`src/common/pmc_consts.vh`:
```
`ifndef PMC_CONSTS_VH
`define PMC_CONSTS_VH
// Device word layout.
`define PMC_WORD_W 24
`define PMC_SEL_W 3
`define PMC_CNT_W 5
`define PMC_CNT_ZERO 5'h00
`define PMC_CNT_LAST 5'h17
// Register select codes.
`define PMC_SEL_INTEGER 3'h0
`define PMC_SEL_MODULUS 3'h1
`define PMC_SEL_FRACTION 3'h2
`define PMC_SEL_DITHER 3'h3
`define PMC_SEL_REFPATH 3'h4
`define PMC_SEL_LOPATH 3'h5
`define PMC_SEL_OSC 3'h6
`define PMC_SEL_EXTOSC 3'h7
// Field positions inside the device word.
`define PMC_INT_MODE_BIT 10
`define PMC_INT_HI 10
`define PMC_FRAC_HI 13
`define PMC_DITH_HI 22
`define PMC_EXT_ON_BIT 22
`define PMC_OSC_HI 20
`define PMC_LO_HI 11
`define PMC_LO_CAP_HI 11
`define PMC_LO_CAP_LO 8
`define PMC_OSC_INT_ON_BIT 17
`define PMC_OSC_REG_ON_BIT 18
`define PMC_OSC_R33_ON_BIT 19
`define PMC_FIELD_LO 3
// Bus register byte offsets.
`define PMC_ADDR_W 4
`define PMC_OFS_DATA 4'h0
`define PMC_OFS_CTRL 4'h4
`define PMC_OFS_STAT 4'h8
`define PMC_OFS_DIV 4'hC
// Control and status bits.
`define PMC_CTRL_GO_BIT 0
`define PMC_CTRL_SEL_HI 3
`define PMC_CTRL_SEL_LO 1
`define PMC_STAT_BUSY_BIT 0
`define PMC_STAT_DONE_BIT 1
`define PMC_STAT_BAD_BIT 2
`define PMC_STAT_CNT_HI 10
`define PMC_STAT_CNT_LO 3
// Serial clock half period in system clocks (40 ns at 100 MHz).
`define PMC_HALF_NS 40
`define PMC_CLK_NS 10
`define PMC_DIV_W 8
`define PMC_DIV_DEF 8'h04
`define PMC_RESP_OKAY 2'h0
`define PMC_RESP_SLVERR 2'h2
`endif

```
`src/design/pmc_host.v`:
```
// The implementer's own choice: the AXI4-Lite register port.
`timescale 1ns/1ns
`include "pmc_consts.vh"
module pmc_host (
  input wire i_clock,
  input wire i_nrst,
  // AXI4-Lite slave.
  input wire [3:0] i_awaddr,
  input wire i_awvalid,
  output reg o_awready,
  input wire [31:0] i_wdata,
  input wire [3:0] i_wstrb,
  input wire i_wvalid,
  output reg o_wready,
  output reg [1:0] o_bresp,
  output reg o_bvalid,
  input wire i_bready,
  input wire [3:0] i_araddr,
  input wire i_arvalid,
  output reg o_arready,
  output reg [31:0] o_rdata,
  output reg [1:0] o_rresp,
  output reg o_rvalid,
  input wire i_rready,
  // Three-wire serial port to the device.
  output reg o_ser_clk,
  output reg o_ser_data,
  output reg o_ser_load
);
  //--------------------------------------------------------------
  // Serial engine state
  //--------------------------------------------------------------
  localparam [3:0] ST_IDLE = 4'b0001;
  localparam [3:0] ST_LOW = 4'b0010;
  localparam [3:0] ST_HIGH = 4'b0100;
  localparam [3:0] ST_LOAD = 4'b1000;

  reg [3:0] state_r;
  reg [3:0] state_nxt;
  reg [23:0] data_r;
  reg [23:0] shift_r;
  reg [2:0] sel_r;
  reg [4:0] bit_r;
  reg [7:0] div_r;
  reg [7:0] tick_r;
  reg done_r;
  reg bad_r;
  reg [7:0] words_r;
  reg aw_hold_r;
  reg w_hold_r;
  reg [3:0] awaddr_r;
  reg [31:0] wdata_r;
  reg [3:0] wstrb_r;
  reg start_r;
  wire [23:0] shadow_q;
  wire [23:0] word_masked;
  wire tick_end;
  wire wr_fire;
  wire busy;

  assign busy = (state_r != ST_IDLE) || start_r;
  assign tick_end = (tick_r == 8'h00);
  assign wr_fire = aw_hold_r && w_hold_r && !o_bvalid;

  // Zero reserved bits so the word obeys the field layout for its select.
  function [23:0] pmc_mask;
    input [2:0] sel;
    input [23:0] w;
    reg [23:0] m;
    begin
      m = 24'h000000;
      case (sel)
        `PMC_SEL_INTEGER: m = (24'h000001 << (`PMC_INT_HI + 1)) - 24'h000001;
        `PMC_SEL_MODULUS: m = (24'h000001 << (`PMC_FRAC_HI + 1)) - 24'h000001;
        `PMC_SEL_FRACTION: m = (24'h000001 << (`PMC_FRAC_HI + 1)) - 24'h000001;
        `PMC_SEL_DITHER: m = (24'h000001 << (`PMC_DITH_HI + 1)) - 24'h000001;
        `PMC_SEL_REFPATH: m = 24'hFFFFFF;
        // LO path layout keeps the linearizer field as written
        `PMC_SEL_LOPATH: m = (24'h000001 << (`PMC_LO_HI + 1)) - 24'h000001;
        `PMC_SEL_OSC: m = (24'h000001 << (`PMC_OSC_HI + 1)) - 24'h000001;
        `PMC_SEL_EXTOSC: m = 24'h000001 << `PMC_EXT_ON_BIT;
        default: m = 24'h000000;
      endcase
      // select code in the low bits
      pmc_mask = (w & m & ~24'h000007) | {21'h000000, sel};
    end
  endfunction

  // Flag settings the host is told to avoid: advisories.
  function pmc_suspect;
    input [2:0] sel;
    input [23:0] w;
    begin
      pmc_suspect = 1'b0;
      // regulators must stay on when internal oscillator is off
      if (sel == `PMC_SEL_OSC && !w[`PMC_OSC_INT_ON_BIT]) begin
        pmc_suspect = !w[`PMC_OSC_REG_ON_BIT] || !w[`PMC_OSC_R33_ON_BIT];
      end
    end
  endfunction

  // Masked word for the current order; its top bit goes out first.
  assign word_masked = pmc_mask(sel_r, data_r);

  //--------------------------------------------------------------
  // Shadow copy of what was last sent
  //--------------------------------------------------------------
  // full replacement of the written register
  pmc_shadow_mem u_shadow (
    .i_clock(i_clock),
    .i_nrst(i_nrst),
    .i_we(state_r == ST_LOAD && tick_end),
    .i_waddr(sel_r),
    .i_wdata(shift_r),
    .i_raddr(sel_r),
    .o_rdata(shadow_q)
  );

  //--------------------------------------------------------------
  // AXI4-Lite write channel
  //--------------------------------------------------------------
  // Capture address and data separately; answer once both are held.
  always @(posedge i_clock or negedge i_nrst) begin
    if (!i_nrst) begin
      aw_hold_r <= 1'b0;
      w_hold_r <= 1'b0;
      o_awready <= 1'b0;
      o_wready <= 1'b0;
      o_bvalid <= 1'b0;
      o_bresp <= `PMC_RESP_OKAY;
      awaddr_r <= 4'h0;
      wdata_r <= 32'h00000000;
      wstrb_r <= 4'h0;
      data_r <= 24'h000000;
      sel_r <= 3'h0;
      div_r <= `PMC_DIV_DEF;
      start_r <= 1'b0;
    end else begin
      start_r <= 1'b0;
      o_awready <= !aw_hold_r && !o_awready && !o_bvalid;
      o_wready <= !w_hold_r && !o_wready && !o_bvalid;
      if (i_awvalid && o_awready) begin
        aw_hold_r <= 1'b1;
        awaddr_r <= i_awaddr;
        o_awready <= 1'b0;
      end
      if (i_wvalid && o_wready) begin
        w_hold_r <= 1'b1;
        wdata_r <= i_wdata;
        wstrb_r <= i_wstrb;
        o_wready <= 1'b0;
      end
      if (wr_fire) begin
        aw_hold_r <= 1'b0;
        w_hold_r <= 1'b0;
        o_bvalid <= 1'b1;
        o_bresp <= `PMC_RESP_OKAY;
        case (awaddr_r)
          `PMC_OFS_DATA: begin
            if (wstrb_r[0]) data_r[7:0] <= wdata_r[7:0];
            if (wstrb_r[1]) data_r[15:8] <= wdata_r[15:8];
            if (wstrb_r[2]) data_r[23:16] <= wdata_r[23:16];
          end
          `PMC_OFS_CTRL: begin
            // Orders arriving while a word is on the wire are refused.
            if (wstrb_r[0] && wdata_r[`PMC_CTRL_GO_BIT]) begin
              if (busy) begin
                o_bresp <= `PMC_RESP_SLVERR;
              end else begin
                sel_r <= wdata_r[`PMC_CTRL_SEL_HI:`PMC_CTRL_SEL_LO];
                start_r <= 1'b1;
              end
            end
          end
          `PMC_OFS_STAT: begin
          end
          `PMC_OFS_DIV: begin
            if (wstrb_r[0] && wdata_r[7:0] != 8'h00) div_r <= wdata_r[7:0];
          end
          default: o_bresp <= `PMC_RESP_SLVERR;
        endcase
      end
      if (o_bvalid && i_bready) begin
        o_bvalid <= 1'b0;
      end
    end
  end

  //--------------------------------------------------------------
  // AXI4-Lite read channel
  //--------------------------------------------------------------
  // One-cycle answer after the address is taken.
  always @(posedge i_clock or negedge i_nrst) begin
    if (!i_nrst) begin
      o_arready <= 1'b0;
      o_rvalid <= 1'b0;
      o_rdata <= 32'h00000000;
      o_rresp <= `PMC_RESP_OKAY;
    end else begin
      o_arready <= !o_rvalid && !o_arready;
      if (i_arvalid && o_arready) begin
        o_arready <= 1'b0;
        o_rvalid <= 1'b1;
        o_rresp <= `PMC_RESP_OKAY;
        case (i_araddr)
          `PMC_OFS_DATA: o_rdata <= {8'h00, data_r};
          `PMC_OFS_CTRL: o_rdata <= {28'h0000000, sel_r, 1'b0};
          `PMC_OFS_STAT: o_rdata <= {21'h000000, words_r, bad_r,
                                     done_r, busy};
          `PMC_OFS_DIV: o_rdata <= {24'h000000, div_r};
          default: begin
            o_rdata <= 32'h00000000;
            o_rresp <= `PMC_RESP_SLVERR;
          end
        endcase
      end else if (o_rvalid && i_rready) begin
        o_rvalid <= 1'b0;
      end
    end
  end

  //--------------------------------------------------------------
  // Serial engine
  //--------------------------------------------------------------
  // Next-state logic for the shift sequence.
  always @* begin
    state_nxt = state_r;
    case (state_r)
      ST_IDLE: if (start_r) state_nxt = ST_LOW;
      ST_LOW: if (tick_end) state_nxt = ST_HIGH;
      ST_HIGH: begin
        if (tick_end) begin
          state_nxt = (bit_r == `PMC_CNT_ZERO) ? ST_LOAD : ST_LOW;
        end
      end
      ST_LOAD: if (tick_end) state_nxt = ST_IDLE;
      default: state_nxt = ST_IDLE;
    endcase
  end

  // the three wires are the only path to the device.
  // MSB first, data stable across each rising serial edge.
  always @(posedge i_clock or negedge i_nrst) begin
    if (!i_nrst) begin
      state_r <= ST_IDLE;
      shift_r <= 24'h000000;
      bit_r <= `PMC_CNT_ZERO;
      tick_r <= 8'h00;
      o_ser_clk <= 1'b0;
      o_ser_data <= 1'b0;
      o_ser_load <= 1'b0;
      done_r <= 1'b0;
      bad_r <= 1'b0;
      words_r <= 8'h00;
    end else begin
      state_r <= state_nxt;
      tick_r <= tick_end ? div_r - 8'h01 : tick_r - 8'h01;
      if (start_r) begin
        // Starting a word clears the done flag and reloads the bad flag from the new word.
        done_r <= 1'b0;
        bad_r <= pmc_suspect(sel_r, data_r);
      end
      case (state_r)
        ST_IDLE: begin
          o_ser_clk <= 1'b0;
          o_ser_load <= 1'b0;
          if (start_r) begin
            shift_r <= word_masked;
            o_ser_data <= word_masked[`PMC_WORD_W - 1];
            bit_r <= `PMC_CNT_LAST;
            tick_r <= div_r - 8'h01;
          end
        end
        ST_LOW: begin
          if (tick_end) o_ser_clk <= 1'b1;
        end
        ST_HIGH: begin
          if (tick_end) begin
            o_ser_clk <= 1'b0;
            if (bit_r == `PMC_CNT_ZERO) begin
              // load strobe after the last bit
              o_ser_load <= 1'b1;
            end else begin
              bit_r <= bit_r - 5'h01;
              o_ser_data <= shift_r[bit_r - 5'h01];
            end
          end
        end
        ST_LOAD: begin
          if (tick_end) begin
            o_ser_load <= 1'b0;
            o_ser_data <= 1'b0;
            done_r <= 1'b1;
            words_r <= words_r + 8'h01;
          end
        end
        default: o_ser_load <= 1'b0;
      endcase
    end
  end
endmodule // pmc_host

```
`src/design/pmc_shadow_mem.v`:
```
`timescale 1ns/1ns
// Eight-word shadow of the write-only device registers; read data registered.
module pmc_shadow_mem (
  input wire i_clock,
  input wire i_nrst,
  input wire i_we,
  input wire [2:0] i_waddr,
  input wire [23:0] i_wdata,
  input wire [2:0] i_raddr,
  output reg [23:0] o_rdata
);
  reg [23:0] mem_r [0:7];
  integer k;

  // Writes and registered read; contents cleared at reset.
  always @(posedge i_clock or negedge i_nrst) begin
    if (!i_nrst) begin
      for (k = 0; k < 8; k = k + 1) begin
        mem_r[k] <= 24'h000000;
      end
      o_rdata <= 24'h000000;
    end else begin
      if (i_we) begin
        mem_r[i_waddr] <= i_wdata;
      end
      o_rdata <= mem_r[i_raddr];
    end
  end
endmodule // pmc_shadow_mem

```
`config.mk`:
```
export PLATFORM = sky130hd
export DESIGN_NAME = pmc_host
export DESIGN_NICKNAME = d
export VERILOG_FILES = /design/src/design/pmc_host.v /design/src/design/pmc_shadow_mem.v
export VERILOG_INCLUDE_DIRS = /design/src /design/src/common
export SDC_FILE = /design/constraint.sdc
export NUM_CORES = 1
export LEC_CHECK = 0
export BUFFER_PORTS_ARGS = -buffer_cell sky130_fd_sc_hd__buf_2
export CELL_PAD_IN_SITES_DETAIL_PLACEMENT = 0
export CELL_PAD_IN_SITES_GLOBAL_PLACEMENT = 2
export CORE_MARGIN = 10
export CORE_UTILIZATION = 30
export CTS_CLUSTER_DIAMETER = 80
export CTS_CLUSTER_SIZE = 16
export DETAILED_ROUTE_END_ITERATION = 7
export GPL_ROUTABILITY_DRIVEN = 0
export PLACE_DENSITY = 0.72
export SYNTH_ARGS = -nofsm -noshare
export SYNTH_HDL_FRONTEND = slang
export SYNTH_HIERARCHICAL = 1
export SYNTH_SLANG_ARGS = --single-unit
export TNS_END_PERCENT = 10
```
`constraint.sdc`:
```
create_clock -name i_clock -period 3.05 [get_ports i_clock]
set_input_delay 0.305 -clock i_clock [delete_from_list [all_inputs] [get_ports i_clock]]
set_output_delay 0.305 -clock i_clock [all_outputs]
set_load 0.01 [all_outputs]
```
Yosys cells after proc, flatten, opt, wreduce, memory -nomap -nowiden. Memory sizes are Yosys's and may differ from the RTL's. Cells that the tools add are included.

$add $sub $neg: 4. $lt $le $gt $ge: 1. Equal/unequal tests: 18. Multiplexer cells: 49. Bitwise logic cells: 4. Reductions and logical operators: 53.

Operators with widths (count): one-hot mux 24 bit (4 select lines) (1); 2-to-1 mux 1 bit (27); bitwise AND 24 bit (1); 2-to-1 mux 8 bit (3); OR 24 x 3 -> 24 bit (1); == test 4 bit, second input constant (5); 2-to-1 mux 4 bit (5); one-hot mux 4 bit (4 select lines) (1); AND reduction 4 bit (4); subtractor 8 x 1 -> 8 bit, second input constant (2); logical AND 1 bit (15); 2-to-1 mux 5 bit (3); AND reduction 3 bit (5); == test 4 x 3 -> 1 bit, second input constant (3); != test 2 bit, second input constant (6); zero test 1 bit (10); one-hot mux 5 bit (2 select lines) (1); nonzero test 2 bit (5); one-hot mux 1 bit (3 select lines) (3); adder 8 x 1 -> 8 bit, second input constant (1); zero test 4 bit (2); zero test 8 bit (1); nonzero test 8 bit (1); less-than comparator 5 x 6 -> 1 bit, second input constant (1); 16 further kinds (22).

Register bits after elaboration: 164. Memory bits (read-only): 192. Logic and storage cells: 159. Memories kept: 1.

Memories: (no name shown) (depth 8, width 24, rd ports 1, clocked after memory_dff 0, wr ports 0, RTL line pmc_host.v:72) `case (sel)`.

Logic depth before layout (Yosys ltp). Gate-level depths: netlist of run 1.

Depth in word-level cells: 6. Depth in mapped cells: 9. Depth with buffers taken out: 8.

Worst setup path after synthesis of run 1. OpenSTA, ideal clock, no wires.

Path type: reg-to-reg. From: register bit_r[0]. To: register o_ser_data. Setup time: 0.128 ns. Arrival: 2.517 ns. Slack: 0.406 ns. Stages on the path, launching flop included: 10. Buffers on the path: 1. Period minus slack after synthesis: 2.644 ns. Path through: dfrtp_1 -> clkbuf_1 -> inv_1 -> ha_1 -> xor2_2 -> mux4_2 -> mux2_2 -> o21ai_0 -> a31oi_1 -> mux2_1.

Word-level cells in the longest chain between the ends: 6. Elaborated cells between the ends (all ways): 9.

RTL lines: from (decl) (RTL line pmc_host.v:43) `reg [4:0] bit_r;`; from (signal assigned) (RTL line pmc_host.v:247) `` bit_r <= `PMC_CNT_ZERO; ``; from (signal assigned) (RTL line pmc_host.v:270) `` bit_r <= `PMC_CNT_LAST; ``; from (signal assigned) (RTL line pmc_host.v:284) `bit_r <= bit_r - 5'h01;`; subtractor 5 x 1 -> 5 bit (RTL line pmc_host.v:285) `o_ser_data <= shift_r[bit_r - 5'h01];`; binary-select mux 1 bit (select 5 bit) (RTL line pmc_host.v:285); 2-to-1 mux 1 bit (implied by the code) (RTL line pmc_host.v:285); 2-to-1 mux 1 bit (RTL line pmc_host.v:280) `` if (bit_r == `PMC_CNT_ZERO) begin ``; 2-to-1 mux 1 bit (RTL line pmc_host.v:278) `if (tick_end) begin`; one-hot mux 1 bit (3 select lines) (RTL line pmc_host.v:263) `case (state_r)`; to (signal assigned) (RTL line pmc_host.v:269) `` o_ser_data <= word_masked[`PMC_WORD_W - 1]; ``; to (signal assigned) (RTL line pmc_host.v:285); to (decl) (RTL line pmc_host.v:27) `output reg o_ser_data,`.

Parallel ways exist; a longest one is shown, timed or not. The select of a mux whose other input is x is not followed. A chain may end at the register's enable or synchronous reset.

Worst setup path after layout of run 1. Same ends and word-level chain as after synthesis.

==> out/results.txt, run 1 <==
Timing would allow up to 366 MHz. By instance count, the leading cell after synthesis is sky130_fd_sc_hd__dfrtp_1. The via count of the first global-routing pass was 5,195; the pin count of the biggest net entering global routing was 72. Cell count of the worst reg-to-reg path: 8. For this run, design rule violations remaining after detail routing come to 0. The biggest area contributor in the post-synthesis netlist is sky130_fd_sc_hd__dfrtp_1.

End of the worst register-to-register path: o_ser_data. The logs give 0.146 for the met1 demand-to-capacity share in global routing and 0.00832 sq mm for the final design area excluding fillers. 95 I/O pins were placed. Register area share after synthesis: 0.548. The count of buffers inserted at the top-level ports came out at 75.

The number of search-and-repair iterations in the first detailed-routing pass was 5; the number of warnings reported in the yosys synthesis log was 6. The first global-routing pass estimated 28,600 um of wire. The worst hold path begins at i_bready.

The run gives 0 as the number of antenna-violating nets in the routed design. The tools report the number of pins exceeding their max-slew limit in the final report as 0. STA classifies the critical path startpoint as a register.

Gates resized during post-CTS repair numbered 0. The tools report the root cell of the clock tree as sky130_fd_sc_hd__clkbuf_16. The logs give 0.32 ns for the slack of the worst reg-to-reg path and 55 for the distinct cell type count of the synthesized netlist. The core region is 0.0228 sq mm.

Synthesis produced 621 cells. After the last flow step, the layout net total stands at 760. The run gives 0.364 as the fraction of the core area covered by cells at the end of the flow. In this run the horizontal extent of the chip is 173 um. The synthesized netlist occupies a cell area of 0.00704 sq mm.

Summing over every cut layer, the via total after detailed routing is 4,890. The global routing usage on met3 is 0.0377, and the number of buffers created by CTS is 17. The slack of the critical path is 0.319 ns. The async set or reset register ratio after synthesis came out at 1.00. The clock reaches the later pin of the worst-skew pair after 0.43 ns.

The path with the worst hold slack has its endpoint at o_bvalid. STA puts the critical path data arrival time at 3.03 ns. The number of antenna diodes in the final layout is 0.

For this block, the initial DRC count from the detailed router was 242. Setup repair after global routing left no endpoint under its margin. The fraction of post-synthesis cell area in the top cell type by area is 0.541, and the fraction of the cycle the final worst path needs is 0.895. The layout overhead on the synthesized area came out at 18.2%. Path type of the worst min-delay path: in -> reg. The worst hold path stage count was 2; the y dimension of the die was 173 um. Clock tree synthesis found a total of 154 sinks.

Summed over all layers, the routed wires come to 17,300 um. The mean number of vias per cell came out at 4.78. The final total negative setup slack was 0 ns; the worst slack after detailed placement was 0.325 ns. Summing all multi-input logic gate instances after layout gives 0.00297 sq mm. Measured slew at the worst slew-check pin: 0.890 ns. In the final routed layout, each cell accounts on average for 17.0 um. The logs give 0.404 for the relative slew slack and 0 for the total of endpoints with negative setup slack in the final report. The tools report the maximum resistive drop on vdd as 0.435 mV. Max-cap violations in this run came to 0. The tools report the all-layer global routing usage as 0.118. Hold is met by 0.0490 ns. The final hold violation count was 0; the post-detailed-placement half-perimeter wirelength was 12,700 um.

The tools report the kind of capture point of the worst setup path as a register. Subtracting the final worst setup slack from the clock period gives 2.73 ns. In the synthesized netlist, the cells that appear most often are sky130_fd_sc_hd__dfrtp_1 (152), sky130_fd_sc_hd__nand2_1 (87), sky130_fd_sc_hd__mux2_2 (71). Area after detailed placement: 0.00776 sq mm. For this design the ratio of total power to cell area is 812 mW/mm^2. The post-synthesis register bit count is 154. After global routing the overflow that remains totals 0.

The clock passes through at most 2 buffers. The run gives 0 as the number of antenna violations at the first check in global routing. Clock-pin slew was measured on the worst setup and hold paths at 0.06 ns. The die area came out at 0.0300 sq mm. The initial core utilization came out at 0.308. The critical path is of the reg -> reg type.

The required time of the critical path is 3.35 ns. In this run, synthesis inferred 0 flip-flops with an integrated enable. TritonCTS built the clock tree. The largest clock skew in the final design is 0.0171 ns, and the number of cell rows is 55. The routing usage on met2 is 0.191. After global routing, the most crowded layer is met2. The biggest fanout along the worst timing path came out at 7.

The filler cell count in the final layout is 2,313. The flow ran to the end, and the final reports show no timing, DRC or antenna violations. Number of H-tree branching levels: 4. The average instance area after synthesis is 11.3 sq um.

The most frequently used flop master after synthesis was sky130_fd_sc_hd__dfrtp_1. Sorting the synthesized cells by area gives the leading types as sky130_fd_sc_hd__dfrtp_1 (54%), sky130_fd_sc_hd__mux2_2 (11%), sky130_fd_sc_hd__nand2_1 (4.6%). For this design the static power due to leakage is 3.91 nW. Beginning of the worst register-to-register path: bit_r[0]. The proportion of layout cells with a drive suffix above 1 is 0.291, and the area used by sequential logic in the layout is 0.00386 sq mm.
==> registers in the layout (all words and copies together) (netlist names), 3 cells and up <==
register and count:
data_r 24, words_r 8, shift_r 24, tick_r 8, div_r 8, o_rdata 24, wdata_r 24, sel_r 3
awaddr_r 4, state_r 4, wstrb_r 3, bit_r 5
==> metal layers <==
metal / up-vias / share of wire / routed length [um]
met5: - / 0 / 0
met4: 0 / 0.014 / 249
met3: 16 / 0.053 / 920
met2: 101 / 0.48 / 8390
met1: 2447 / 0.45 / 7760
li1: 2326 / - / -
==> placed cells by master, fill, tap and decap left out, types with 2 or more instances in the layout <==
master	Yosys	layout
sky130_fd_sc_hd__a31oi_1	5	5
sky130_fd_sc_hd__nand2b_1	4	4
sky130_fd_sc_hd__clkinv_4	0	4
sky130_fd_sc_hd__conb_1	1	10
sky130_fd_sc_hd__o31ai_1	3	3
sky130_fd_sc_hd__nand2_1	87	87
sky130_fd_sc_hd__xnor2_1	11	11
sky130_fd_sc_hd__nor4b_1	4	4
sky130_fd_sc_hd__a21oi_1	18	18
sky130_fd_sc_hd__o22ai_1	2	2
sky130_fd_sc_hd__nor3_1	16	16
sky130_fd_sc_hd__nor3b_1	3	3
sky130_fd_sc_hd__or3_1	3	3
sky130_fd_sc_hd__nand4_1	2	2
sky130_fd_sc_hd__mux2i_1	3	3
sky130_fd_sc_hd__o21ai_0	49	49
sky130_fd_sc_hd__clkbuf_16	0	17
sky130_fd_sc_hd__buf_2	0	74
sky130_fd_sc_hd__a21o_1	4	4
sky130_fd_sc_hd__inv_1	20	20
sky130_fd_sc_hd__a22oi_1	8	8
sky130_fd_sc_hd__nor4_1	7	6
sky130_fd_sc_hd__nand4b_1	2	2
sky130_fd_sc_hd__nor2b_1	5	5
sky130_fd_sc_hd__a21boi_0	2	2
sky130_fd_sc_hd__dfrtp_1	152	152
sky130_fd_sc_hd__and3_1	2	2
sky130_fd_sc_hd__mux4_2	9	9
sky130_fd_sc_hd__dfstp_2	2	2
sky130_fd_sc_hd__a22o_1	12	12
sky130_fd_sc_hd__ha_1	10	10
sky130_fd_sc_hd__mux2_2	71	71
sky130_fd_sc_hd__xor2_1	8	8
sky130_fd_sc_hd__clkbuf_8	0	2
sky130_fd_sc_hd__nor2_1	26	26
sky130_fd_sc_hd__and2_1	2	2
sky130_fd_sc_hd__nand3_1	14	14
sky130_fd_sc_hd__clkinv_2	0	3
sky130_fd_sc_hd__buf_4	10	9
==> timing repair <==
item / CTS / global route
hold endpoints to repair: 68 / 0
setup buffers: 0 / 0
hold buffers: 1 / 0
==> cells by family after synthesis <==
family,count (synthesis),synth area share
AOI/OAI and AO/OA,110,0.0957
xor gates and xnor gates,20,0.0260
adders and majority gates,10,0.0178
buffers and inverters,56,0.0363
DFF,154,0.548
muxes,84,0.148
other,1,0.000533
and+or+nand+nor,186,0.127
==> critical path, cell delays in order (launching register included) <==
cell                      delay, ns
sky130_fd_sc_hd__dfrtp_1       0.37
sky130_fd_sc_hd__inv_1         0.15
sky130_fd_sc_hd__ha_1          0.34
sky130_fd_sc_hd__xor2_2        0.42
sky130_fd_sc_hd__mux4_2        0.56
sky130_fd_sc_hd__mux2_2        0.28
sky130_fd_sc_hd__o21ai_0       0.09
sky130_fd_sc_hd__a31oi_1       0.10
sky130_fd_sc_hd__mux2_1        0.30
==> per-stage QoR <==
step / power, W / instances
finish: 0.00675 / 1022
global route: 0.00720 / 1022
CTS: 0.00684 / 1022
detailed placement: 0.00481 / 992
global placement: 0.00473 / 992
floorplan: 0.00422 / 630
==> how the worst max path moves through the flow <==
stage              from         end  slack [ns]  cells past startpoint
3_3_place_gp   bit_r[0]  o_ser_data        0.38                      8
5_1_grt        bit_r[0]  o_ser_data        0.18                      8
2_1_floorplan  bit_r[0]  o_ser_data        0.41                      9
6_report       bit_r[0]  o_ser_data        0.32                      8
3_5_place_dp   bit_r[0]  o_ser_data        0.32                      8
4_1_cts        bit_r[0]  o_ser_data        0.31                      8
==> final cells by class <==
cell class              count  share of cell area
multi-input cells         420               0.357
well taps                 313              0.0471
clock inverters            10              0.0116
inverters                  20             0.00903
flip-flops and latches    154               0.464
repair buffers             86              0.0576
clock buffers              19              0.0545
==> power by group <==
part	leakage [nW]	internal (W)	switching, W	total, W
logic	1.62	0.000822	0.000746	0.00157
registers	2.02	0.00262	0.000572	0.00319
clock network	0.271	0.00115	0.000842	0.00200
total	3.91	0.00459	0.00216	0.00675
Power figures use the tool's default switching activity.
==> run 2: changes to the inputs <==
- ABC_AREA: not set -> 1
- CAP_MARGIN: not set -> 20
- PLACE_DENSITY: 0.72 -> 0.77
==> run 2 against run 1 <==
  * First-iteration DRC count rose by 21%
  * Sequential power down 6.6%
  * Non-clock buffer count decreased by 3
  * Clock power grew 5%
  * Power is 3.6% higher
  * Worst setup slack gained 0.55 ns
  * Critical endpoint unchanged
==> out/results.txt, run 2 <==
The run finished with clean final reports. The largest clock skew in the final design is 0.0121 ns (-0.00494 ns). For this run, the leading register cell type out of synthesis is sky130_fd_sc_hd__dfrtp_1. The number of instances in the placed design was 1,196 (+21%). The simple-gate portion of the synthesized area was 0.237 (+0.109). The count of buffers inserted at the top-level ports was 75 (unchanged); the delay of the slowest cell on the worst path was 0.59 ns (+0.03 ns). The number of cell rows was 55 (unchanged); the pin count of the biggest net entering global routing was 75 (+4.2%). The width of the die is 173 um (about the same). The worst setup path is launched from a register.

In the post-synthesis netlist, the cell with the most instances is sky130_fd_sc_hd__nand2_1. The post-synthesis register bit count came out at 154 (unchanged). The total of endpoints with negative setup slack in the final report came out at 0 (unchanged). Setup repair after global routing left no endpoint under its margin. For the filler-free cell count of the finished design, the log shows 1,228 (+20%). The top-level port count is 95 (unchanged), and the clock latency on the worst-skew pair is 0.42 ns (about the same). The mean number of vias per cell came out at 4.40 (-8.1%). Violation count after the first detailed-routing iteration: 294 (+21%). The tools report the worst slack after detailed placement as 0.835 ns (+0.511 ns). The maximum achievable frequency is 458 MHz (+25%), and the biggest fanout along the worst timing path is 18 (+11). The all-layer global routing usage is 0.122 (+0.00430), and the proportion of layout cells with a drive suffix above 1 is 0.149 (-0.142). The slowest cell on the critical path was sky130_fd_sc_hd__dfrtp_1. The count of antenna diodes in the layout came out at 0 (unchanged).

The number of enable flip-flop cells after synthesis was 0 (unchanged). For the initial core utilization, the log shows 0.308 (-0.000493). The fraction of the cycle the final worst path needs was 0.716 (-0.179); the post-detailed-placement half-perimeter wirelength was 13,300 um (+4.7%). By count the netlist is led by sky130_fd_sc_hd__nand2_1 (275), sky130_fd_sc_hd__dfrtp_1 (152), sky130_fd_sc_hd__o21ai_0 (108).

The logs give 2.53 ns (-0.50 ns) for the critical path arrival and 0.549 (+0.000878) for the register area share after synthesis. The y dimension of the die is 173 um (about the same), and the number of antenna-violating nets in the routed design is 0 (unchanged). For the final hold violation count, the log shows 0 (unchanged). The run gives 43 (-22%) as the distinct cell type count of the synthesized netlist. The largest total area in the synthesized netlist belongs to sky130_fd_sc_hd__dfrtp_1. The CTS sink count came out at 154 (unchanged). For the synthesized instance count, the log shows 826 (+33%).

The number of search-and-repair iterations in the first detailed-routing pass is 4 (-1), and the average instance area after synthesis is 8.51 sq um (-25%). The layout overhead on the synthesized area is 18.1% (about the same). The worst setup path is captured at a register. Main combinational cell family by area after synthesis: simple AND/OR/NAND/NOR gates.

The maximum buffer depth of the clock tree is 2 (unchanged). In the post-synthesis netlist, the biggest area contributors are sky130_fd_sc_hd__dfrtp_1 (54%), sky130_fd_sc_hd__nand2_1 (15%), sky130_fd_sc_hd__o21ai_0 (7.7%). The number of H-tree branching levels is 4 (unchanged). The standby leakage power was 4.18 nW (+6.9%). The critical path is of the reg -> reg type.

The average routed wire per standard cell works out to 14.7 um (-13%). The final net count is 964 (+27%). The run gives 18,000 um (+4.2%) as the total detailed-routing wirelength.

The tools report the mapped cell area as 0.00703 sq mm (-0.16%). The measured slew at the worst slew-check pin came out at 0.912 ns (+0.0218 ns). The vias after detailed routing is 5,399 (+10%).

The number of pins exceeding their max-slew limit in the final report came out at 0 (unchanged). The clock slew at the register clock pins of the worst setup and hold paths works out to 0.06 ns (about the same). Walking the worst path, the cells encountered are inv_2, ha_1, inv_1, nand3_1, nand2_1, a21oi_1, nand2_1, nand2_1, nand2_1, a21oi_1.

The async set or reset register ratio after synthesis was 1.00 (unchanged). The cell that appears most often on the critical path is sky130_fd_sc_hd__nand2_1. The tools report the required time of the critical path as 3.40 ns (+0.05 ns). The relative slew slack is 0.391 (-0.0130), and the maximum resistive drop on vdd is 0.352 mV (-19%).

Placeable core region: 0.0228 sq mm (unchanged). The number of maximum-capacitance violations is 0 (unchanged). The post-synthesis share of cell area spent on full adders, half adders and majority gates was 0.0178 (+0.0000285); the fraction of post-synthesis cell area in the top cell type by area was 0.541 (+0.000866).

The number of antenna violations at the first check in global routing is 0 (unchanged). Most common cell after layout, fill and taps aside: sky130_fd_sc_hd__nand2_1. The xor-xnor portion of the synthesized cell area came out at 0.0162 (-0.00975). The slack of the critical path came out at 0.865 ns (+0.546 ns). The top cell types in the final layout, fill and taps aside, are sky130_fd_sc_hd__nand2_1 (275), sky130_fd_sc_hd__dfrtp_1 (152), sky130_fd_sc_hd__o21ai_0 (108). The logs give 17 (unchanged) for the number of buffers created by CTS and 29,800 um (+4.3%) for the global-route wire length before repair. The path type of the worst min-delay path is in -> reg. The via count of the first global-routing pass was 5,489 (+5.7%); the complex-gate fraction of the synthesized area was 0.104 (+0.00817). The remaining global-route overflow is 0 (unchanged), and the final total negative setup slack is 0 ns (unchanged). The total DRC errors in the routed layout is 0 (unchanged).

The ratio of total power to cell area was 843 mW/mm^2 (+3.8%). The root cell of the clock tree was sky130_fd_sc_hd__clkbuf_16. The run gives 6 (unchanged) as the number of warnings reported in the yosys synthesis log. TritonCTS built the clock tree. The share of synthesized area spent on multiplexers is 0.00303 (-0.145). The die area was 0.0299 sq mm (-0.14%); the time the final worst path needs with I/O delays and setup was 2.19 ns (-0.546 ns).
[run 2: changes by cell type after synthesis, sizes merged, moves of 11 or more]
cell   before  now
nand2      88  279
mux2       72    1
inv        20   85
o21ai      50  108
nand3      14   60
a22o       12    1
nor3       18    7
[run 2: metal layers]
layer  wire, um  global-route usage  up-vias
li1           -                   -     2784
met1       9140               0.169     2526
met2       8110               0.187       78
met3        628              0.0270       11
met4        169              0.0377        0
met5          0                   0        -
[run 2: final timing paths]
path                               start    endpoint  slack [ns]  cells past startpoint
worst max-delay path            bit_r[0]  o_ser_data        0.86                     10
worst min-delay path            i_bready    o_bvalid        0.05                      2
worst max register to register  bit_r[0]  o_ser_data        0.86                     10
worst min register to register  o_rvalid   o_arready        0.46                      1
max in group asynchronous         i_nrst  shift_r[8]        1.83                      3
min in group asynchronous         i_nrst  wdata_r[4]        0.39                      2
[run 2: layout make-up]
type | count | area (sq um)
Tap cell | 313 | 392
Fill cell | 2436 | 14500
Multi-Input combinational cell | 561 | 2690
Clock buffer | 19 | 443
Inverter | 86 | 323
Sequential cell | 154 | 3860
Clock inverter | 12 | 139
Timing Repair Buffer | 83 | 457
[run 2: cells by family after synthesis]
logic type,count (synthesis)
other cells,1
simple gates,392
flops,154
compound gates,134
mux,2
fa+ha+maj,10
xor+xnor,13
buf+inv,120
[run 2: power by group]
group | internal [W] | switching (W)
Clock | 0.00123 | 0.000870
Sequential | 0.00258 | 0.000406
Combinational | 0.000665 | 0.00124
Total | 0.00447 | 0.00252
[run 2: what timing repair did]
item | in CTS | in global routing
hold buffers | 1 | 0
setup buffers | 0 | 0
hold endpoints to repair | 49 | 0
gates resized for setup | 0 | 0
setup endpoints to repair | 0 | 0
[run 2: through the flow]
| stage | total power [W] | hold WS (ns) | area (sq um) | util |
|---|---|---|---|---|
| floorplan | 0.00430 | 0.00941 | 7060 | - |
| global placement | 0.00494 | 0.286 | 7710 | 0.337 |
| detailed placement | 0.00498 | 0.288 | 7710 | 0.337 |
| CTS | 0.00711 | 0.0396 | 8300 | 0.363 |
| global route | 0.00758 | 0.0400 | 8300 | 0.363 |
| finish | 0.00699 | 0.0528 | 8300 | 0.363 |
[run 2: critical path: cells and delay by family, from the launching register on]
family,cells,cell delay [ns]
compound gates,2,0.22
fa+ha+maj,1,0.50
simple gates,5,0.38
flops,1,0.59
buf+inv,2,0.42
